$ cat src/rtl/ttbu_pkg.sv
package ttbu_pkg;

  // ==========================================================================
  // register map (byte addresses)
  localparam logic [7:0] TTBU_OFF_CONTROL_ONE = 8'h00;
  localparam logic [7:0] TTBU_OFF_EVENT_GEN   = 8'h04;
  localparam logic [7:0] TTBU_OFF_FLAG        = 8'h08;
  localparam logic [7:0] TTBU_OFF_IRQ_EN      = 8'h0C;
  localparam logic [7:0] TTBU_OFF_COUNT       = 8'h10;
  localparam logic [7:0] TTBU_OFF_PRESCALE    = 8'h14;
  localparam logic [7:0] TTBU_OFF_RELOAD      = 8'h18;
  localparam logic [7:0] TTBU_OFF_SLAVE_MODE  = 8'h1C;

  // ==========================================================================
  // field positions: control_one bits, then bit 0 of the generate, flag and irq enable registers
  localparam int TTBU_BIT_RUN    = 0;
  localparam int TTBU_BIT_UDIS   = 1;
  localparam int TTBU_BIT_URS    = 2;
  localparam int TTBU_BIT_DIR    = 4;
  localparam int TTBU_BIT_CMS    = 5;
  localparam int TTBU_BIT_ARPE   = 7;
  localparam int TTBU_BIT_UG     = 0;
  localparam int TTBU_BIT_UFLAG  = 0;
  localparam int TTBU_BIT_UIE    = 0;

  localparam int TTBU_CNT_W = 16;
  localparam int TTBU_EXP_W = 4;
  localparam int TTBU_SMS_W = 3;

  localparam logic [TTBU_CNT_W-1:0] TTBU_RELOAD_RST = 16'hFFFF;
  localparam logic [TTBU_CNT_W-1:0] TTBU_ONE        = 16'h0001;
  localparam logic [TTBU_CNT_W-1:0] TTBU_ZERO       = 16'h0000;
  localparam logic [TTBU_SMS_W-1:0] TTBU_SMS_INTERNAL = 3'h0;

  // ==========================================================================
  // types
  typedef enum logic { TTBU_DIR_UP, TTBU_DIR_DOWN } ttbu_dir_e;

  typedef struct packed {
    logic                  reload_preload_enable;
    logic                  center_mode;
    ttbu_dir_e             count_direction;
    logic                  update_request_source;
    logic                  update_disable;
    logic                  counter_run_bit;
  } ttbu_ctrl_s;

  typedef struct packed {
    ttbu_ctrl_s            ctrl;
    logic                  counter_run_sync;
    logic                  update_flag;
    logic                  update_irq_en;
    logic [TTBU_SMS_W-1:0] slave_mode_select;
    logic [TTBU_CNT_W-1:0] count_value;
    logic [TTBU_CNT_W-1:0] reload_buf;
    logic [TTBU_CNT_W-1:0] reload_shadow;
    logic [TTBU_EXP_W-1:0] prescale_buf;
    logic [TTBU_EXP_W-1:0] prescale_work;
    logic [TTBU_CNT_W-1:0] prescale_cnt;
    logic [31:0]           prdata;
    logic                  pslverr;
  } ttbu_state_s;

endpackage : ttbu_pkg

$ cat src/rtl/ttbu_time_base.sv
// Chosen here: the address map and the APB interface to the registers.
`timescale 1ns/1ns
module ttbu_time_base
  import ttbu_pkg::*;
(
  input  wire logic        pclk,
  input  wire logic        presetn,
  input  wire logic        psel,
  input  wire logic        penable,
  input  wire logic        pwrite,
  input  wire logic [7:0]  paddr,
  input  wire logic [31:0] pwdata,
  output logic      [31:0] prdata,
  output logic             pready,
  output logic             pslverr,
  input  wire logic        channel_clock_tick,
  input  wire logic        external_trigger_input,
  input  wire logic        internal_trigger_zero,
  input  wire logic        debug_halt,
  output logic             update_event,
  output logic             update_irq,
  output logic      [15:0] count_out
);

  // ==========================================================================
  // synchronisers for the asynchronous tick pins
  // a level counts only once stages two and three agree, so a pin that is
  // still settling at a sample edge cannot produce a false tick
  localparam int PIN_N    = 2;
  localparam int PIN_CH   = 0;
  localparam int PIN_TRIG = 1;

  logic [PIN_N-1:0] pin_raw;
  logic [PIN_N-1:0] pin_rise;
  logic             ch_rise;
  logic             trig_rise;

  assign pin_raw[PIN_CH]   = channel_clock_tick;
  assign pin_raw[PIN_TRIG] = external_trigger_input;

  generate
    for (genvar g = 0; g < PIN_N; g++)
    begin : g_pin
      logic [2:0] sync_r;
      logic       lvl_r;
      logic       agree;

      assign agree = (sync_r[1] == sync_r[2]);

      always_ff @(posedge pclk or negedge presetn)
      begin
        if (!presetn)
        begin
          sync_r <= 3'h0;
          lvl_r  <= 1'b0;
        end
        else
        begin
          sync_r <= {sync_r[1:0], pin_raw[g]};
          if (agree)
            lvl_r <= sync_r[2];
        end
      end

      // rising edge: agreed level high while the last agreed level was low
      assign pin_rise[g] = agree && sync_r[2] && !lvl_r;
    end
  endgenerate

  assign ch_rise   = pin_rise[PIN_CH];
  assign trig_rise = pin_rise[PIN_TRIG];

  // ==========================================================================
  // state
  ttbu_state_s s_r;
  ttbu_state_s s_nxt;

  logic                  wr_en;
  logic                  rd_en;
  logic                  sw_update;
  logic                  sw_restart;
  logic                  src_tick;
  logic                  presc_done;
  logic                  counter_tick;
  logic                  hw_update;
  logic                  wrap_evt;
  logic [TTBU_CNT_W-1:0] presc_limit;
  logic [TTBU_CNT_W-1:0] arr_eff;
  logic [31:0]           rdata;
  logic                  addr_ok;

  assign wr_en = psel && penable && pwrite;
  assign rd_en = psel && !penable && !pwrite;
  // event_generate_reg: update_generate is a write-only strobe, never stored
  assign sw_restart = wr_en && (paddr == TTBU_OFF_EVENT_GEN) && pwdata[TTBU_BIT_UG];
  // with updates disabled the restart still happens but raises no update event
  assign sw_update  = sw_restart && !s_r.ctrl.update_disable;

  // slave mode codes that pick the counter clock source
  localparam logic [TTBU_SMS_W-1:0] SRC_EXT_TRIG  = 3'h1;
  localparam logic [TTBU_SMS_W-1:0] SRC_TRIG_ZERO = 3'h2;
  localparam logic [TTBU_SMS_W-1:0] SRC_CH_PIN    = 3'h7;

  // counter clock source selection; debug_halt is deliberately not used, so a
  // halted core never freezes the count
  // unlisted codes fall back to the internal clock rather than stall the count
  always_comb
  begin
    case (s_r.slave_mode_select)
      TTBU_SMS_INTERNAL:
      begin
        src_tick = 1'b1;
      end
      SRC_CH_PIN:
      begin
        src_tick = ch_rise;
      end
      SRC_EXT_TRIG:
      begin
        src_tick = trig_rise;
      end
      SRC_TRIG_ZERO:
      begin
        src_tick = internal_trigger_zero;
      end
      default:
      begin
        src_tick = 1'b1;
      end
    endcase
  end

  // prescaler divides by 2**exp: limit is a mask of exp ones
  assign presc_limit  = TTBU_CNT_W'((32'h1 << s_r.prescale_work) - 32'h1);
  assign presc_done   = s_r.counter_run_sync && src_tick && (s_r.prescale_cnt == presc_limit);
  assign counter_tick = presc_done;

  // preload off: shadow tracks buffer, so the live buffer is used directly
  assign arr_eff = s_r.ctrl.reload_preload_enable ? s_r.reload_shadow : s_r.reload_buf;

  always_comb
  begin
    wrap_evt = 1'b0;
    if (counter_tick)
    begin
      if (s_r.ctrl.center_mode)
      begin
        if (s_r.ctrl.count_direction == TTBU_DIR_UP)
          // a zero reload would make reload-1 wrap to all ones
          wrap_evt = (arr_eff == TTBU_ZERO) || (s_r.count_value >= arr_eff - TTBU_ONE);
        else
          wrap_evt = (s_r.count_value <= TTBU_ONE);
      end
      else if (s_r.ctrl.count_direction == TTBU_DIR_UP)
        wrap_evt = (s_r.count_value >= arr_eff);
      else
        wrap_evt = (s_r.count_value == TTBU_ZERO);
    end
  end

  assign hw_update = wrap_evt && !s_r.ctrl.update_disable;

  // ==========================================================================
  // next state
  always_comb
  begin
    s_nxt         = s_r;
    s_nxt.pslverr = 1'b0;
    s_nxt.counter_run_sync = s_r.ctrl.counter_run_bit;

    // prescaler counter
    if (s_r.counter_run_sync && src_tick)
      s_nxt.prescale_cnt = presc_done ? TTBU_ZERO : s_r.prescale_cnt + TTBU_ONE;

    // counter motion
    if (counter_tick)
    begin
      if (s_r.ctrl.center_mode)
      begin
        if (s_r.ctrl.count_direction == TTBU_DIR_UP)
        begin
          if (wrap_evt)
          begin
            s_nxt.count_value = hw_update ? s_r.reload_buf : arr_eff;
            s_nxt.ctrl.count_direction = TTBU_DIR_DOWN;
          end
          else
            s_nxt.count_value = s_r.count_value + TTBU_ONE;
        end
        else if (wrap_evt)
        begin
          s_nxt.count_value = TTBU_ZERO;
          s_nxt.ctrl.count_direction = TTBU_DIR_UP;
        end
        else
          s_nxt.count_value = s_r.count_value - TTBU_ONE;
      end
      else if (s_r.ctrl.count_direction == TTBU_DIR_UP)
        s_nxt.count_value = wrap_evt ? TTBU_ZERO : s_r.count_value + TTBU_ONE;
      else
        // reload from the freshly updated buffer when the update coincides
        s_nxt.count_value = wrap_evt ? (hw_update ? s_r.reload_buf : arr_eff)
                                     : s_r.count_value - TTBU_ONE;
    end

    // register writes (access phase)
    if (wr_en)
    begin
      case (paddr)
        TTBU_OFF_CONTROL_ONE:
        begin
          s_nxt.ctrl.counter_run_bit       = pwdata[TTBU_BIT_RUN];
          s_nxt.ctrl.update_disable        = pwdata[TTBU_BIT_UDIS];
          s_nxt.ctrl.update_request_source = pwdata[TTBU_BIT_URS];
          s_nxt.ctrl.center_mode           = pwdata[TTBU_BIT_CMS];
          s_nxt.ctrl.reload_preload_enable = pwdata[TTBU_BIT_ARPE];
          if (!s_r.ctrl.center_mode && !pwdata[TTBU_BIT_CMS])
            s_nxt.ctrl.count_direction = ttbu_dir_e'(pwdata[TTBU_BIT_DIR]);
        end
        TTBU_OFF_FLAG:
          if (pwdata[TTBU_BIT_UFLAG])
            s_nxt.update_flag = 1'b0;
        TTBU_OFF_IRQ_EN:
        begin
          s_nxt.update_irq_en = pwdata[TTBU_BIT_UIE];
        end
        TTBU_OFF_COUNT:
        begin
          s_nxt.count_value = pwdata[TTBU_CNT_W-1:0];
        end
        TTBU_OFF_PRESCALE:
        begin
          s_nxt.prescale_buf = pwdata[TTBU_EXP_W-1:0];
        end
        TTBU_OFF_RELOAD:
        begin
          s_nxt.reload_buf = pwdata[TTBU_CNT_W-1:0];
        end
        TTBU_OFF_SLAVE_MODE:
        begin
          s_nxt.slave_mode_select = pwdata[TTBU_SMS_W-1:0];
        end
        TTBU_OFF_EVENT_GEN:  ;
        default:             s_nxt.pslverr = 1'b1;
      endcase
    end

    // software update: restart counters, keep ratio until transfer below
    if (sw_restart)
    begin
      s_nxt.prescale_cnt = TTBU_ZERO;
      if (!s_r.ctrl.center_mode && s_r.ctrl.count_direction == TTBU_DIR_DOWN)
        s_nxt.count_value = s_r.reload_buf;
      else
      begin
        s_nxt.count_value = TTBU_ZERO;
        if (s_r.ctrl.center_mode)
          s_nxt.ctrl.count_direction = TTBU_DIR_UP;
      end
    end

    // update event transfers; set beats a simultaneous flag clear
    if (hw_update || sw_update)
    begin
      s_nxt.prescale_work = s_r.prescale_buf;
      s_nxt.reload_shadow = s_r.reload_buf;
      if (hw_update || !s_r.ctrl.update_request_source)
        s_nxt.update_flag = 1'b1;
    end
    if (!s_r.ctrl.reload_preload_enable)
      s_nxt.reload_shadow = s_nxt.reload_buf;

    if (rd_en)
    begin
      s_nxt.prdata = rdata;
      s_nxt.pslverr = !addr_ok;
    end
  end

  // ==========================================================================
  // read mux, sampled in setup so prdata is a flop at the access phase
  always_comb
  begin
    rdata   = 32'h0;
    addr_ok = 1'b1;
    case (paddr)
      TTBU_OFF_CONTROL_ONE:
      begin
        rdata[TTBU_BIT_RUN]  = s_r.ctrl.counter_run_bit;
        rdata[TTBU_BIT_UDIS] = s_r.ctrl.update_disable;
        rdata[TTBU_BIT_URS]  = s_r.ctrl.update_request_source;
        rdata[TTBU_BIT_DIR]  = s_r.ctrl.count_direction;
        rdata[TTBU_BIT_CMS]  = s_r.ctrl.center_mode;
        rdata[TTBU_BIT_ARPE] = s_r.ctrl.reload_preload_enable;
      end
      TTBU_OFF_EVENT_GEN:
      begin
        rdata = 32'h0;
      end
      TTBU_OFF_FLAG:
      begin
        rdata[TTBU_BIT_UFLAG] = s_r.update_flag;
      end
      TTBU_OFF_IRQ_EN:
      begin
        rdata[TTBU_BIT_UIE] = s_r.update_irq_en;
      end
      TTBU_OFF_COUNT:
      begin
        rdata[TTBU_CNT_W-1:0] = s_r.count_value;
      end
      TTBU_OFF_PRESCALE:
      begin
        rdata[TTBU_EXP_W-1:0] = s_r.prescale_buf;
      end
      TTBU_OFF_RELOAD:
      begin
        rdata[TTBU_CNT_W-1:0] = s_r.reload_buf;
      end
      TTBU_OFF_SLAVE_MODE:
      begin
        rdata[TTBU_SMS_W-1:0] = s_r.slave_mode_select;
      end
      default:             addr_ok = 1'b0;
    endcase
  end

  // ==========================================================================
  always_ff @(posedge pclk or negedge presetn)
  begin
    if (!presetn)
    begin
      s_r                   <= '0;
      s_r.reload_buf        <= TTBU_RELOAD_RST;
      s_r.reload_shadow     <= TTBU_RELOAD_RST;
      s_r.slave_mode_select <= TTBU_SMS_INTERNAL;
    end
    else
      s_r <= s_nxt;
  end

  // ==========================================================================
  // outputs
  assign prdata       = s_r.prdata;
  // zero wait states: every access completes in its first access cycle
  assign pready       = 1'b1;
  assign pslverr      = psel && penable && (s_r.pslverr || (wr_en && !addr_ok));
  // combinational, so it marks the very cycle whose edge applies the update
  assign update_event = hw_update || sw_update;
  assign update_irq   = s_r.update_flag && s_r.update_irq_en;
  assign count_out    = s_r.count_value;

endmodule : ttbu_time_base

$ cat config.mk
export PLATFORM = sky130hd
export DESIGN_NAME = ttbu_time_base
export DESIGN_NICKNAME = d
export VERILOG_FILES = /design/src/rtl/ttbu_pkg.sv /design/src/rtl/ttbu_time_base.sv
export SDC_FILE = /design/constraint.sdc
export NUM_CORES = 1
export LEC_CHECK = 0
export ABC_AREA = 1
export ABC_CLOCK_PERIOD_IN_PS = 7200
export BUFFER_PORTS_ARGS = -buffer_cell sky130_fd_sc_hd__buf_2
export CAP_MARGIN = 40
export CORE_MARGIN = 5
export CORE_UTILIZATION = 49
export CTS_CLUSTER_DIAMETER = 50
export DETAILED_ROUTE_END_ITERATION = 8
export PLACE_DENSITY_LB_ADDON = 0.08
export SKIP_LAST_GASP = 1
export SYNTH_ARGS = -nofsm -noshare
export SYNTH_HDL_FRONTEND = slang
export SYNTH_SLANG_ARGS = --single-unit
$ cat constraint.sdc
create_clock -name pclk -period 7.2 [get_ports pclk]
set_clock_uncertainty 0.15 [all_clocks]
set_input_delay 0.36 -clock pclk [delete_from_list [all_inputs] [get_ports pclk]]
set_output_delay 0.36 -clock pclk [all_outputs]
set_load 0.005 [all_outputs]
; ---- Word-level counts from Yosys, hierarchy flattened
; Cells that the tools add are included.
[op_classes]
n_addsub = 5
magnitude_cmp = 3
eq_ne = 14
shifts = 1
mux = 53
reduce_logical = 41
[op_table]
columns = operator, count
row1 = 2-to-1 mux 16 bit, 19
row2 = "subtractor 16 x 1 -> 16 bit, second input constant", 3
row3 = 2-to-1 mux 37 bit, 1
row4 = "adder 16 x 1 -> 16 bit, second input constant", 2
row5 = "equality test 8 x 5 -> 1 bit, second input constant", 4
row6 = greater-or-equal comparator 16 bit, 2
row7 = zero test 16 bit, 2
row8 = 2-to-1 mux 1 bit, 22
row9 = logical AND 1 bit, 19
row10 = equality test 16 bit, 1
row11 = "equality test 8 x 4 -> 1 bit, second input constant", 2
row12 = "less-or-equal comparator 16 x 1 -> 1 bit, second input constant", 1
row13 = one-hot mux 8 bit (2 select lines), 1
row14 = "left shift 1 x 4 -> 16 bit, first input constant", 1
row15 = one-hot mux 2 bit (5 select lines), 1
row16 = zero test 1 bit, 9
row17 = one-hot mux 1 bit (3 select lines), 3
row18 = "equality test 8 x 3 -> 1 bit, second input constant", 1
row19 = zero test 8 bit, 1
row20 = 2-to-1 mux 4 bit, 2
row21 = AND reduction 2 bit, 4
row22 = OR reduction 8 bit, 1
row23 = one-hot mux 1 bit (7 select lines), 1
row24 = one-hot mux 2 bit (3 select lines), 1
row25 = other kinds (9), 13
[word_totals]
regBits = 109
in_bits = 49
out_inout_bits = 52
wordCells = 139

; ---- Longest topological paths before layout
[depth]
word_depth = 17
depth_mapped = 32
ltp_nobuf = 29

; ---- Least setup slack after synthesis
; No wires, ideal clock.
[synth_timing]
path_type = reg2out
startpoint = reg s_r[116] in the netlist's numbering
endpoint = out update_event
arrival_ns = 3.438
required_time_ns = 6.690
slack_ns = 3.252
path_stages_with_launch = 25
path_buffers = 3
cell_sequence = dfrtp_1 > buf_2 > buf_1 > nand2_1 > o21ai_0 > inv_1 > ha_1 > nand2_1 > nor2_1 > nand2_1 > nor2_1 > xor2_1 > inv_1 > ha_1 > nand2_1 > inv_1 > nand3_1 > nor3_1 > nand3_1 > nand4_1 > nand2_1 > a21oi_4 > nand2_2 > a21oi_4 > buf_6
[synth_via]
elab_chain_len = 9
elab_cells_between_ends = 12
classes_between = add/sub: 1 / order compare: 2 / mux: 5 / reduce/logical: 4
[synth_lines]
columns = item, line
row1 = "start, declared", ttbu_time_base.sv:75  ; ttbu_state_s s_r;
row2 = "start signal, assigned", ttbu_time_base.sv:339  ; s_r <= s_nxt;
row3 = 2-to-1 mux 16 bit *, ttbu_time_base.sv:139  ; assign arr_eff = s_r.ctrl.reload_preload_enable ? s_r.reload_shadow : s_r.reload_buf;
row4 = subtractor 16 x 1 -> 16 bit, ttbu_time_base.sv:150  ; wrap_evt = (arr_eff == TTBU_ZERO) || (s_r.count_value >= arr_eff - TTBU_ONE);
row5 = greater-or-equal comparator 16 bit, ttbu_time_base.sv:150
row6 = logical OR 1 bit, ttbu_time_base.sv:150
row7 = 2-to-1 mux 1 bit, ttbu_time_base.sv:148  ; if (s_r.ctrl.count_direction == TTBU_DIR_UP)
row8 = 2-to-1 mux 1 bit *, ttbu_time_base.sv:146  ; if (s_r.ctrl.center_mode)
row9 = 2-to-1 mux 1 bit *, ttbu_time_base.sv:144  ; if (counter_tick)
row10 = logical AND 1 bit *, ttbu_time_base.sv:161  ; assign hw_update = wrap_evt && !s_r.ctrl.update_disable;
row11 = logical OR 1 bit *, ttbu_time_base.sv:349  ; assign update_event = hw_update || sw_update;
row12 = "end, declared", ttbu_time_base.sv:20  ; output logic update_event,
; Every way passes the cells marked *; elsewhere a longest branch is shown, timed or not.

; ---- Worst setup path in the final report
; Same ends and word-level chain as after synthesis.

==> impl_metrics.toml <==
[yosys]
yosysUniqueCellTypes = 48
postSynthRegisterBits = 109
synth_largest_type_area_fraction_pct = 22.60
synthMostInstantiatedCell = "nand2_1"
ys_warn_count = 0
synth_async_sr_flop_share_pct = 100.0
post_synth_instance_area_sq_um = 8526
synth_flop_cell = "dfrtp_1"
syn_area_per_cell_sq_um = 6.793
synth_top_cell_by_area = "dfrtp_1"
post_synthesis_sequential_area_ratio_pct = 32.46
ys_top_cells_by_area = "dfrtp_1 (23%), nand2_1 (16%), dfstp_2 (9.9%)"
synth.cells.most_frequent = "nand2_1 (360), inv_1 (145), nor2_1 (127)"
synth_edf_count = 0
syn-instance-count = 1255

[drt]
drt_wl_total_um = 24820
detail_route.iter0.violations = 701
detail-route-antenna-nets = 0
firstDrtPassIters = 6
route.vias.total = 8078
routedWlPerCell_um = 16.45
detail_route.vias_per_cell = 5.353
remaining_drc_errors = 0

[pwr]
total_switching_power_w = 0.0008034
power_frac_clock_pct = 26.6
combinationalPowerShare_pct = 33.9
power.static_leakage_nw = 4.712
overall_power_w = 0.002052
internal-power_w = 0.001249
power.density_cell_area_nw_per_um2 = 224.1
seq_power_share_pct = 39.5
power.ir.vdd_worst_v = 0.0001186
switching_share_pct = 39.15

[timing]
worst_slew_pin_slew_ns = 0.7361
max_clock_freq_ghz = 0.1836
timing.final.crit_share_pct = 75.66
fin_setup_tns_ns = 0
maxSlewViolCount = 0
final-setup-viol-count = 0
timing.final.hold_violations = 0
timing.max_slew.rel_slack_pct = 50.41
layout_min_cycle_time_ns = 5.448
rsz0062_at_grt = "false"
hold_slack_ns = 0.1101

[worst_hold_path]
worstHoldPathType = "in -> reg"
timing.hold.worst_endpoint = "s_r[84]"
min_delay_path_depth = 3
hold_start = "pwdata[11]"

[floorplanning]
die_area_sq_um = 20140
die_width_um = 141.9
pin_count = 101
fp-row-count = 48
initial_core_util_pct = 49.64
die_height_um = 141.9
core_region_area_sq_um = 17180

[clock_network]
numCtsBuffers = 9
clk_latency_ns = 0.37
cts.repair_timing.setup_buffer_count = 0
clk_transition_reported_paths_ns = 0.09
cts_sinks = 109
max-clock-path-buffers = 2
root_buffer = "clkbuf_16"
cts_tree = "yes"
cts_max_level = 3

[global_route]
grt_antenna_before_repair = 0
grt_max_degree = 52
grt_usage_pct = 25.37
grt_first_pass_wirelength_um = 40850
grt-ovfl-total = 0
grt_pass1_vias = 7592

[critical_path]
worstPathArrival_ns = 4.94
timing.reg2reg.worst_path_depth = 21
required_ns = 6.69
setup.worst_path.class = "reg -> out"
critPathLaunchType = "flop"
slowest_cp_cell = "dfrtp_1"
endpoint_of_the_most_critical_register_to_register_path = "s_r[63]"
crit-reg2reg-launch = "s_r[116]"
worstSetupStartpoint = "s_r[116]"
reg2reg_setup_slack_ns = 2.03
path_cells = "buf_8 -> o21ai_0 -> nor4_1 -> nand3_1 -> inv_1 -> nand4_1 -> nor3_1 -> xor2_1 -> ha_1 -> nand2_1 -> nor3_1 -> nand3_1 -> nand4_1 -> nand2_1 -> a21oi_4 -> nand2_2 -> a21oi_4 -> buf_2"
path_max_fanout = 16
slowest_delay_ns = 0.67
end_kind = "output pin"

[layout]
num-nets-final = 1369
areaGrowthSynthToFinish_pct = 7.411
seq_area_sq_um = 2768
antenna_cells_inserted = 0
multiInputGateArea_sq_um = 4712
n_fill_cell = 1786
post_route_cells_drive_above_1_share_pct = 13.01

[place]
hpwl_detailed_um = 18560
gp_congestion = 0.9324
port_buffers = 66

[run_status]
run_status = "completed"

[flow_run]
cap_viol_max_count = 0
## cell type report
cell class	instances	area share, %
flip-flops and latches	109	30.22
inverters	150	6.148
clock buffers	9	2.459
clock inverters	7	1.093
multi-input cells	924	51.46
well taps	225	3.074
repair buffers	85	5.547
## sequential cells by signal, indices dropped and copies added (netlist names)
name,cells
s_r,68
count_out,16
prdata,16
g_pin.sync_r,6
g_pin.lvl_r,2
s_nxt,1
## power by group through the flow
stage          clock (W)  sequential [W]  combinational [W]
3_5_place_dp           0        0.000816           0.000687
6_report        0.000546        0.000810           0.000695
3_3_place_gp           0        0.000817           0.000671
4_1_cts         0.000559        0.000807           0.000692
5_1_grt         0.000581        0.000822           0.000799
2_1_floorplan          0        0.000789           0.000533
## critical path: cells and delay by family, from the launching register on
family                   cells  cell delay, ns
AO/OA/AOI/OAI                3            1.06
buffers and inverters        3            0.56
XOR/XNOR                     1            0.11
AND/OR/NAND/NOR             10            1.88
flip-flops                   1            0.67
adder cells (fa/ha/maj)      1            0.30
## how the worst max path moves through the flow
stage,slack (ns),cells past startpoint,endpoint
final,1.75,18,update_event
after floorplan,3.25,24,update_event
after detailed placement,2.01,21,s_r[63]
after CTS,1.71,18,update_event
after global routing,1.20,18,update_event
after global placement,1.74,20,s_r[70]
## metal layers
layer,wire length (um),vias up,track usage [%],share of wire (%)
met2,10170,302,35.97,41
met3,2066,30,5.157,8.3
met1,12270,3708,40.02,49
li1,-,4038,-,-
met4,309,0,4.848,1.2
met5,0,-,0,0
## layout by cell type, fill, tap and decap left out, drive strengths merged, types with 2 or more instances in the layout
cell and count:
nor3 23, o22ai 16, a21oi 70, inv 152, clkbuf 9, xnor2 3
nor2 131, buf 82, ha 41, xor2 28, dfrtp 77, o31ai 2
o2111ai 4, clkinv 5, a2bb2oi 9, nand4 20, o211ai 8, o21ai 78
mux2 2, and2 2, o32ai 2, nor4 3, dlygate4sd3 3, or2 9
o21a 3, dfstp 32, nand2 366, o21bai 2, nand3 79, conb 17
## what timing repair did
action	4_1_cts	5_1_grt
hold buffers	3	0
resized for setup	0	0
hold endpoints to repair	25	0
## kinds of logic (layout without fill, tap and decap cells)
kind of cell	count (synthesis)	in the layout	share of synthesized area [%]
AND/OR/NAND/NOR	633	633	31.08
buffers and inverters	237	251	12.93
AO/OA/AOI/OAI	200	200	13.97
flip-flops	109	109	32.46
adder cells (fa/ha/maj)	41	41	6.017
XOR/XNOR	31	31	3.185
other	2	17	0.08809
multiplexers	2	2	0.2641
## stage by stage
stage / utilization, % / worst slack, ns / instances / instance area [sq um]
4_1_cts: 53.31 / 1.707 / 1509 / 9158
2_1_floorplan: - / 3.252 / 1270 / 8582
6_report: 53.31 / 1.752 / 1509 / 9158
3_5_place_dp: 51.25 / 2.008 / 1490 / 8802
5_1_grt: 53.31 / 1.200 / 1509 / 9158
3_3_place_gp: 50.97 / 1.745 / 1487 / 8755
Note: power is estimated with default switching activity, not from simulation.
